### config.mk
export PLATFORM = sky130hd
export DESIGN_NAME = safe_mode_selector
export DESIGN_NICKNAME = d
export VERILOG_FILES = /design/src/common/safe_mode_selector_pkg.sv /design/src/hdl/safe_mode_selector.sv
export VERILOG_INCLUDE_DIRS = /design/src /design/src/common
export SDC_FILE = /design/constraint.sdc
export NUM_CORES = 1
export LEC_CHECK = 0
export ABC_AREA = 1
export BUFFER_PORTS_ARGS = -buffer_cell sky130_fd_sc_hd__buf_4
export CORE_ASPECT_RATIO = 0.8
export CORE_MARGIN = 1
export CORE_UTILIZATION = 45
export CTS_BUF_LIST = sky130_fd_sc_hd__clkbuf_2
export DETAILED_ROUTE_END_ITERATION = 8
export PLACE_DENSITY = 0.79
export SYNTH_ARGS = -nofsm -noshare
export SYNTH_HDL_FRONTEND = slang
export SYNTH_SLANG_ARGS = --single-unit
### constraint.sdc
create_clock -name CLK_I -period 2.4 [get_ports CLK_I]
set_clock_uncertainty 0.05 [all_clocks]
set_input_delay 0.24 -clock CLK_I [delete_from_list [all_inputs] [get_ports CLK_I]]
set_output_delay 0.24 -clock CLK_I [all_outputs]
set_load 0.05 [all_outputs]
### src/common/safe_mode_selector_params.svh
// Constants for the operating-mode selector: offsets, diagnostic codes and reset values.
`ifndef SAFE_MODE_SELECTOR_PARAMS_SVH
`define SAFE_MODE_SELECTOR_PARAMS_SVH

// Register byte offsets on the AXI4-Lite slave.
`define SMS_OFF_CTRL 12'h000
`define SMS_OFF_SEL 12'h004
`define SMS_OFF_STAT 12'h008
`define SMS_OFF_DIAG 12'h00c
`define SMS_OFF_IRQ_STAT 12'h010
`define SMS_OFF_IRQ_MASK 12'h014

// Control register field positions.
`define SMS_CTRL_ENABLE_BIT 0
`define SMS_CTRL_PERMIT_BIT 1
`define SMS_CTRL_ACCEPT_BIT 2
`define SMS_CTRL_EXTREQ_BIT 3

// Reset values.
`define SMS_CTRL_RESET 32'h0000_0000
`define SMS_MASK_RESET 32'h0000_0000

// Diagnostic codes.
`define SMS_DIAG_OFF 32'h0000_0000
`define SMS_DIAG_READY 32'h0000_200a
`define SMS_DIAG_SEL_BASE 32'h0000_802a
`define SMS_DIAG_FIX_BASE 32'h0000_803a
`define SMS_DIAG_MULTI 32'h0000_f014
`define SMS_DIAG_NONE 32'h0000_f015

// Interrupt status bit positions.
`define SMS_IRQ_ACCEPT_BIT 0
`define SMS_IRQ_MULTI_BIT 1
`define SMS_IRQ_NONE_BIT 2

`endif

### src/common/safe_mode_selector_pkg.sv
// Types shared by the operating-mode selector design.
`default_nettype none
package safe_mode_selector_pkg;
  // Number of selectable operating modes.
  localparam int unsigned MODE_COUNT = 5;

  // Mode selector state, one-hot.
  typedef enum logic [4:0] {
    ST_OFF = 5'b00001,
    ST_READY = 5'b00010,
    ST_ACTIVE = 5'b00100,
    ST_MULTI_ERR = 5'b01000,
    ST_NONE_ERR = 5'b10000
  } sel_state_e;

  // Operator-side inputs gathered together.
  typedef struct packed {
    logic [MODE_COUNT-1:0] mode_select;
    logic change_permit;
    logic accept_pulse;
    logic block_enable;
  } sel_inputs_s;
endpackage
`default_nettype wire

### src/hdl/safe_mode_selector.sv
// Safety operating-mode selector with AXI4-Lite register access and one interrupt.
`include "safe_mode_selector_params.svh"
`default_nettype none

module safe_mode_selector
  import safe_mode_selector_pkg::*;
#(
  // One instance per selector; a chip may hold up to this many.
  parameter int unsigned INSTANCE_LIMIT = 7,
  // Set to one when the block needs the external enable input.
  parameter bit EXT_ENABLE_REQUIRED = 1'b0
) (
  input wire logic CLK_I,
  input wire logic RST_N_I,
  input wire logic CE_I,
  input wire logic [MODE_COUNT-1:0] MODE_SELECT_IN_I,
  input wire logic CHANGE_PERMIT_I,
  input wire logic ACCEPT_PULSE_I,
  input wire logic BLOCK_ENABLE_INPUT_I,
  output logic [MODE_COUNT-1:0] MODE_OUTPUT_O,
  output logic FAULT_CONTACT_O,
  output logic [31:0] DIAG_WORD_O,
  output logic IRQ_O,
  input wire logic [11:0] AWADDR_I,
  input wire logic AWVALID_I,
  output logic AWREADY_O,
  input wire logic [31:0] WDATA_I,
  input wire logic [3:0] WSTRB_I,
  input wire logic WVALID_I,
  output logic WREADY_O,
  output logic [1:0] BRESP_O,
  output logic BVALID_O,
  input wire logic BREADY_I,
  input wire logic [11:0] ARADDR_I,
  input wire logic ARVALID_I,
  output logic ARREADY_O,
  output logic [31:0] RDATA_O,
  output logic [1:0] RRESP_O,
  output logic RVALID_O,
  input wire logic RREADY_I
);

  // Two-stage synchronisers for the pin inputs; the first stage feeds only the second.
  sel_inputs_s pin_meta;
  sel_inputs_s pin_sync;
  // Previous accept level, for the rising-edge detector.
  logic accept_prev;
  // Software control bits: enable, permit, accept strobe, external-enable requirement.
  logic [31:0] ctrl;
  // Software mode selection, ORed with the pins.
  logic [MODE_COUNT-1:0] sw_select;
  // Selector state and accepted mode, one-hot.
  sel_state_e state;
  sel_state_e next_state;
  logic [MODE_COUNT-1:0] mode_reg;
  logic [MODE_COUNT-1:0] next_mode;
  // Sticky event bits and their mask.
  logic [2:0] irq_stat;
  logic [2:0] irq_mask;
  // Bus slave state.
  logic aw_held;
  logic w_held;
  logic [11:0] aw_addr;
  logic [31:0] w_data;
  logic [3:0] w_strb;

  // Pins cross into the clock domain through two flip-flops.
  always_ff @(posedge CLK_I or negedge RST_N_I) begin
    if (!RST_N_I) begin
      pin_meta <= '0;
      pin_sync <= '0;
    end else if (CE_I) begin
      pin_meta <= {MODE_SELECT_IN_I, CHANGE_PERMIT_I, ACCEPT_PULSE_I, BLOCK_ENABLE_INPUT_I};
      pin_sync <= pin_meta;
    end
  end

  // Effective inputs: pins and software bits combined.
  wire [MODE_COUNT-1:0] sel_in = pin_sync.mode_select | sw_select;
  wire permit = pin_sync.change_permit | ctrl[`SMS_CTRL_PERMIT_BIT];
  wire accept_level = pin_sync.accept_pulse | ctrl[`SMS_CTRL_ACCEPT_BIT];
  wire accept_rise = accept_level & ~accept_prev;
  wire ext_required = EXT_ENABLE_REQUIRED | ctrl[`SMS_CTRL_EXTREQ_BIT];
  // Enable gating; without the requirement the block runs on its own.
  wire enabled = ext_required ? (pin_sync.block_enable | ctrl[`SMS_CTRL_ENABLE_BIT]) : 1'b1;
  // Count active selections: zero, one or several.
  wire sel_none = (sel_in == '0);
  wire sel_multi = ((sel_in & (sel_in - 5'd1)) != '0);
  wire sel_one = !sel_none && !sel_multi;

  // State transitions. From ready or active, errors are only recognised under permit, so a held mode survives a
  // switch moved while the key is off.
  always_comb begin
    next_state = state;
    next_mode = mode_reg;
    case (state)
      ST_OFF: begin
        if (enabled) begin
          next_state = ST_READY;
        end
      end
      ST_READY, ST_ACTIVE: begin
        if (permit) begin
          if (sel_multi) begin
            next_state = ST_MULTI_ERR;
            next_mode = '0;
          end else if (sel_none) begin
            next_state = ST_NONE_ERR;
            next_mode = '0;
          end else if (accept_rise) begin
            next_state = ST_ACTIVE;
            next_mode = sel_in;
          end
        end
      end
      ST_MULTI_ERR: begin
        // Acknowledge needs one selection, permit and accept edge.
        if (permit && sel_one && accept_rise) begin
          next_state = ST_ACTIVE;
          next_mode = sel_in;
        end
      end
      ST_NONE_ERR: begin
        if (sel_multi) begin
          next_state = ST_MULTI_ERR;
        end else if (sel_one) begin
          if (permit && accept_rise) begin
            next_state = ST_ACTIVE;
            next_mode = sel_in;
          end else begin
            next_state = ST_READY;
          end
        end
      end
      default: begin
        next_state = ST_OFF;
        next_mode = '0;
      end
    endcase
    if (!enabled) begin
      next_state = ST_OFF;
      next_mode = '0;
    end
  end

  // Selector registers.
  always_ff @(posedge CLK_I or negedge RST_N_I) begin
    if (!RST_N_I) begin
      state <= ST_OFF;
      mode_reg <= '0;
      accept_prev <= 1'b0;
    end else if (CE_I) begin
      state <= next_state;
      mode_reg <= next_mode;
      accept_prev <= accept_level;
    end
  end

  // Outputs: each mode output from a flop, never two at once.
  for (genvar g = 0; g < MODE_COUNT; g++) begin : g_mode_out
    always_ff @(posedge CLK_I or negedge RST_N_I) begin
      if (!RST_N_I) begin
        MODE_OUTPUT_O[g] <= 1'b0;
      end else if (CE_I) begin
        MODE_OUTPUT_O[g] <= next_mode[g] && (next_state == ST_ACTIVE);
      end
    end
  end

  // Diagnostic code chosen from the next state, so it aligns with the outputs.
  logic [31:0] next_diag;
  logic [2:0] next_index;
  always_comb begin
    next_index = 3'd0;
    for (int i = 0; i < MODE_COUNT; i++) begin
      if (next_mode[i]) begin
        next_index = 3'(i);
      end
    end
    case (next_state)
      ST_OFF: next_diag = `SMS_DIAG_OFF;
      ST_READY: next_diag = `SMS_DIAG_READY;
      ST_ACTIVE: next_diag = (permit ? `SMS_DIAG_SEL_BASE : `SMS_DIAG_FIX_BASE) + {29'h0, next_index};
      ST_MULTI_ERR: next_diag = `SMS_DIAG_MULTI;
      ST_NONE_ERR: next_diag = `SMS_DIAG_NONE;
      default: next_diag = `SMS_DIAG_OFF;
    endcase
  end

  // Diagnostic word, fault contact and interrupt flops; an accept ignored for lack of permit raises no event.
  wire [2:0] events = {next_state == ST_NONE_ERR && state != ST_NONE_ERR,
                       next_state == ST_MULTI_ERR && state != ST_MULTI_ERR,
                       next_state == ST_ACTIVE && accept_rise && permit};
  always_ff @(posedge CLK_I or negedge RST_N_I) begin
    if (!RST_N_I) begin
      DIAG_WORD_O <= `SMS_DIAG_OFF;
      FAULT_CONTACT_O <= 1'b0;
      IRQ_O <= 1'b0;
    end else if (CE_I) begin
      DIAG_WORD_O <= next_diag;
      FAULT_CONTACT_O <= (next_state == ST_MULTI_ERR) || (next_state == ST_NONE_ERR);
      IRQ_O <= |(irq_stat & irq_mask);
    end
  end

  // Bus decode wires.
  wire aw_take = AWVALID_I && AWREADY_O;
  wire w_take = WVALID_I && WREADY_O;
  wire [11:0] wr_addr = aw_held ? aw_addr : AWADDR_I;
  wire [31:0] wr_data = w_held ? w_data : WDATA_I;
  wire [3:0] wr_strb = w_held ? w_strb : WSTRB_I;
  wire wr_go = (aw_held || aw_take) && (w_held || w_take) && !BVALID_O;
  wire wr_ok = (wr_addr == `SMS_OFF_CTRL) || (wr_addr == `SMS_OFF_SEL) ||
               (wr_addr == `SMS_OFF_IRQ_STAT) || (wr_addr == `SMS_OFF_IRQ_MASK);
  wire [31:0] wmask = {{8{wr_strb[3]}}, {8{wr_strb[2]}}, {8{wr_strb[1]}}, {8{wr_strb[0]}}};
  wire rd_go = ARVALID_I && ARREADY_O;
  logic [31:0] rd_val;
  logic rd_ok;
  always_comb begin
    rd_ok = 1'b1;
    case (ARADDR_I)
      `SMS_OFF_CTRL: rd_val = ctrl;
      `SMS_OFF_SEL: rd_val = {27'h0, sw_select};
      `SMS_OFF_STAT: rd_val = {19'h0, state, 2'b00, FAULT_CONTACT_O, MODE_OUTPUT_O};
      `SMS_OFF_DIAG: rd_val = DIAG_WORD_O;
      `SMS_OFF_IRQ_STAT: rd_val = {29'h0, irq_stat};
      `SMS_OFF_IRQ_MASK: rd_val = {29'h0, irq_mask};
      default: begin
        rd_val = 32'h0000_0000;
        rd_ok = 1'b0;
      end
    endcase
  end

  // AXI4-Lite write path: address and data taken in either order, one response.
  always_ff @(posedge CLK_I or negedge RST_N_I) begin
    if (!RST_N_I) begin
      AWREADY_O <= 1'b0;
      WREADY_O <= 1'b0;
      aw_held <= 1'b0;
      w_held <= 1'b0;
      aw_addr <= '0;
      w_data <= '0;
      w_strb <= '0;
      BVALID_O <= 1'b0;
      BRESP_O <= 2'b00;
    end else if (CE_I) begin
      AWREADY_O <= !aw_held && !aw_take && !BVALID_O;
      WREADY_O <= !w_held && !w_take && !BVALID_O;
      if (aw_take) begin
        aw_addr <= AWADDR_I;
      end
      if (w_take) begin
        w_data <= WDATA_I;
        w_strb <= WSTRB_I;
      end
      aw_held <= wr_go ? 1'b0 : (aw_held || aw_take);
      w_held <= wr_go ? 1'b0 : (w_held || w_take);
      if (wr_go) begin
        BVALID_O <= 1'b1;
        BRESP_O <= wr_ok ? 2'b00 : 2'b10;
      end else if (BREADY_I) begin
        BVALID_O <= 1'b0;
      end
    end
  end

  // Register writes; the accept strobe bit clears itself after one cycle.
  // Sticky status: hardware set beats a simultaneous write-one clear.
  always_ff @(posedge CLK_I or negedge RST_N_I) begin
    if (!RST_N_I) begin
      ctrl <= `SMS_CTRL_RESET;
      sw_select <= '0;
      irq_mask <= '0;
      irq_stat <= '0;
    end else if (CE_I) begin
      ctrl[`SMS_CTRL_ACCEPT_BIT] <= 1'b0;
      if (wr_go && wr_addr == `SMS_OFF_CTRL) begin
        ctrl <= (ctrl & ~wmask) | (wr_data & wmask & 32'h0000_000f);
      end
      if (wr_go && wr_addr == `SMS_OFF_SEL) begin
        sw_select <= wr_data[MODE_COUNT-1:0];
      end
      if (wr_go && wr_addr == `SMS_OFF_IRQ_MASK) begin
        irq_mask <= wr_data[2:0];
      end
      irq_stat <= (irq_stat & ~((wr_go && wr_addr == `SMS_OFF_IRQ_STAT) ? wr_data[2:0] : 3'b000)) | events;
    end
  end

  // AXI4-Lite read path: one read at a time, data one cycle after the address.
  always_ff @(posedge CLK_I or negedge RST_N_I) begin
    if (!RST_N_I) begin
      ARREADY_O <= 1'b0;
      RVALID_O <= 1'b0;
      RDATA_O <= '0;
      RRESP_O <= 2'b00;
    end else if (CE_I) begin
      ARREADY_O <= !RVALID_O && !rd_go;
      if (rd_go) begin
        RVALID_O <= 1'b1;
        RDATA_O <= rd_val;
        RRESP_O <= rd_ok ? 2'b00 : 2'b10;
      end else if (RREADY_I) begin
        RVALID_O <= 1'b0;
      end
    end
  end

endmodule
`default_nettype wire
==> results.json <==
{
  "num_rows": 40,
  "dieArea_um2": 16200,
  "final_util_pct": 58.7,
  "p_leak_uw": 0.00477,
  "clock_sinks": 149,
  "num-nets-final": 1120,
  "area_growth_pct": 26.4,
  "yosys.area.top_type": "dfrtp_1",
  "clk_latency_ps": 690,
  "num_vias": 6315,
  "largest_register_ffs": 32,
  "cp-start-kind": "input port",
  "post-synth-top-count-cell": "nand2_1",
  "ys.flop_type": "dfrtp_1",
  "antenna_found_initial": 0,
  "synth-seq-cells": 149,
  "portBuffers": 105,
  "overflow": 0,
  "path_cells": "dlygate4sd3_1 -> buf_4 -> nor2_1 -> nand3_1 -> inv_1 -> nand4_1 -> nand3_1 -> dlygate4sd3_1 -> o31ai_1 -> dlygate4sd3_1",
  "ir_drop_mv": 0.612,
  "drc_errors": 0,
  "cp_slowest_cell": "dlygate4sd3_1",
  "start_util_pct": 46.5,
  "top_register": "RDATA_O",
  "fin_crit_sh_pct": 96.2,
  "groute.usage.overall_pct": 24.1,
  "ys_warn_count": 0,
  "ant_nets": 0,
  "fp.dieH_um": 114,
  "numCtsBuffers": 17,
  "synth_edf_count": 0,
  "p_per_area_nw_per_um2": 750,
  "avgViaCountPerCell": 4.99,
  "grt_pass1_vias": 6133,
  "grt_first_pass_wirelength_mm": 30.2,
  "cap_violations": 0,
  "synth_common_cells": "nand2_1, dfrtp_1, inv_1",
  "hpwl_mm": 13.0,
  "setup_viol": 0,
  "critPathKind": "input port to register",
  "clk_path_buf_depth": 2,
  "hp-class": "input port to register",
  "tns_ps": 0,
  "period_minus_slack_ps": 2310,
  "htreeDepth": 4,
  "synthesis.area_um2": 7050,
  "worstPathRequired_ps": 2960,
  "chipWidth_um": 142,
  "avgSynthCellArea_um2": 8.12,
  "reg.largest.list": "RDATA_O: 32 flops, ctrl: 29 flops, aw_addr: 12 flops",
  "post_cts_buffers": 0,
  "slew_headroom_pct": 52.0,
  "place_congestion": 0.906,
  "routed_wl_mm": 18.3,
  "core-area_um2": 15200,
  "cts.reportedPaths.clkPinSlew_ps": 200,
  "drive_above_1_share_pct": 18.7,
  "clock-root-buffer": "clkbuf_2",
  "antennaDiodeCount": 0,
  "syn_inst": 868,
  "drv_slew": 0,
  "grt_max_degree": 55,
  "post_synth_num_cell_types": 44,
  "cp_common_cell": "dlygate4sd3_1",
  "end_kind": "register",
  "routedWlPerCell_um": 14.5,
  "path_max_fanout": 6,
  "cts_tree": "done",
  "async_reset_ff_share_pct": 100,
  "hold_viol_final": 0,
  "rsz0062_at_grt": "yes",
  "worstMarginPinSlew_ps": 720,
  "io_pins": 156,
  "max_freq_mhz": 433,
  "synthTopCellsByArea": "dfrtp_1, nand2_1, o21ai_0",
  "yosysTopAreaCellShare_pct": 52.5,
  "max_stage_delay_ps": 560,
  "seq_area_frac_synth_pct": 52.9,
  "arrival_ps": 2860,
  "detail_route.iter0.violations": 464,
  "status": "completed",
  "dr.pass1.iters": 5
}
[layer usage]
metal | share of wire [%] | wire [um] | global-route usage (%) | vias up
li1 | - | - | - | 3075
met1 | 47 | 8610 | 34.3 | 3006
met2 | 45 | 8280 | 37.2 | 217
met3 | 6.4 | 1180 | 5.58 | 17
met4 | 1.3 | 241 | 6.31 | 0
met5 | 0 | 0 | 0 | -
[worst paths after layout]
check / to / startpoint / cells past startpoint / slack, ps
worst max-delay path: RRESP_O[1]$_DFFE_PN0P_ / ARADDR_I[6] / 10 / 90
worst min-delay path: RVALID_O$_DFFE_PN0P_ / ARVALID_I / 4 / 70
worst max register to register: DIAG_WORD_O[2]$_DFFE_PN0P_ / pin_sync[5]$_DFFE_PN0P_ / 13 / 210
worst min register to register: ctrl[25]$_DFFE_PN0P_ / ctrl[25]$_DFFE_PN0P_ / 2 / 440
max in group asynchronous: sw_select[1]$_DFFE_PN0P_ / RST_N_I / 4 / 1410
min in group asynchronous: pin_meta[2]$_DFFE_PN0P_ / RST_N_I / 4 / 570
[logic make-up after synthesis]
logic type      after synthesis  share of synthesized area, %
buf+inv                     159                          9.74
simple gates                393                          23.3
mux                           8                          1.28
xor+xnor                      1                         0.124
other cells                   1                        0.0532
compound gates              157                          12.6
flops                       149                          52.9
[layout by cell type (no fill, tap or decap), types with 3 or more instances in the layout]
cell	instances
nor2_2	4
clkbuf_2	21
or2_2	4
conb_1	23
buf_4	128
nor4_1	4
a21oi_1	14
o21ai_0	100
a2bb2oi_1	3
nor2_1	28
nand3_1	36
a221oi_1	3
o22ai_1	9
nor3_1	7
nand2_2	8
inv_1	111
o31ai_1	3
clkinv_1	3
dfrtp_1	148
mux2_2	8
o211ai_1	5
nand2_1	287
nand4_1	5
o21ai_1	5
dlygate4sd3_1	50
[critical path: cells and delay by family]
kind                   cells  cell delay, ps
AND/OR/NAND/NOR            4             560
AO/OA/AOI/OAI              1              60
buffers and inverters      5            1980
[where the power goes]
| part | total [uW] | internal [uW] | leakage (uW) | switching (uW) |
|---|---|---|---|---|
| Sequential | 3170 | 2880 | 0.00198 | 289 |
| Clock | 1360 | 482 | 0.000137 | 875 |
| Combinational | 2150 | 749 | 0.00265 | 1400 |
| Total | 6680 | 4110 | 0.00477 | 2570 |
[through the flow]
| step | setup slack (ps) | std cells | power, uW | cell area, um2 | hold slack [ps] |
|---|---|---|---|---|---|
| 2_1_floorplan | 460 | 890 | 4530 | 7130 | -106 |
| 3_3_place_gp | 247 | 1184 | 5170 | 8120 | 156 |
| 3_5_place_dp | 225 | 1184 | 5220 | 8120 | 163 |
| 4_1_cts | 152 | 1266 | 6670 | 8860 | 0.170 |
| 5_1_grt | -15.9 | 1266 | 7080 | 8910 | 7.95 |
| 6_report | 91.7 | 1266 | 6680 | 8910 | 68.2 |
[repair_timing]
item | 4_1_cts | 5_1_grt
hold endpoints to repair | 199 | 0
hold buffers | 51 | 0
gates resized for setup | 0 | 11
endpoints found under the setup margin | 0 | 19
[area by class of cell]
class / count / area (um2)
inverter: 113 / 424
tap: 210 / 263
clock inverter: 10 / 106
fill: 1388 / 6260
sequential: 149 / 3730
clock buffer: 21 / 105
multi-input combinational: 582 / 2760
timing repair buffer: 181 / 1520
Note: power is estimated with default switching activity, not from simulation.
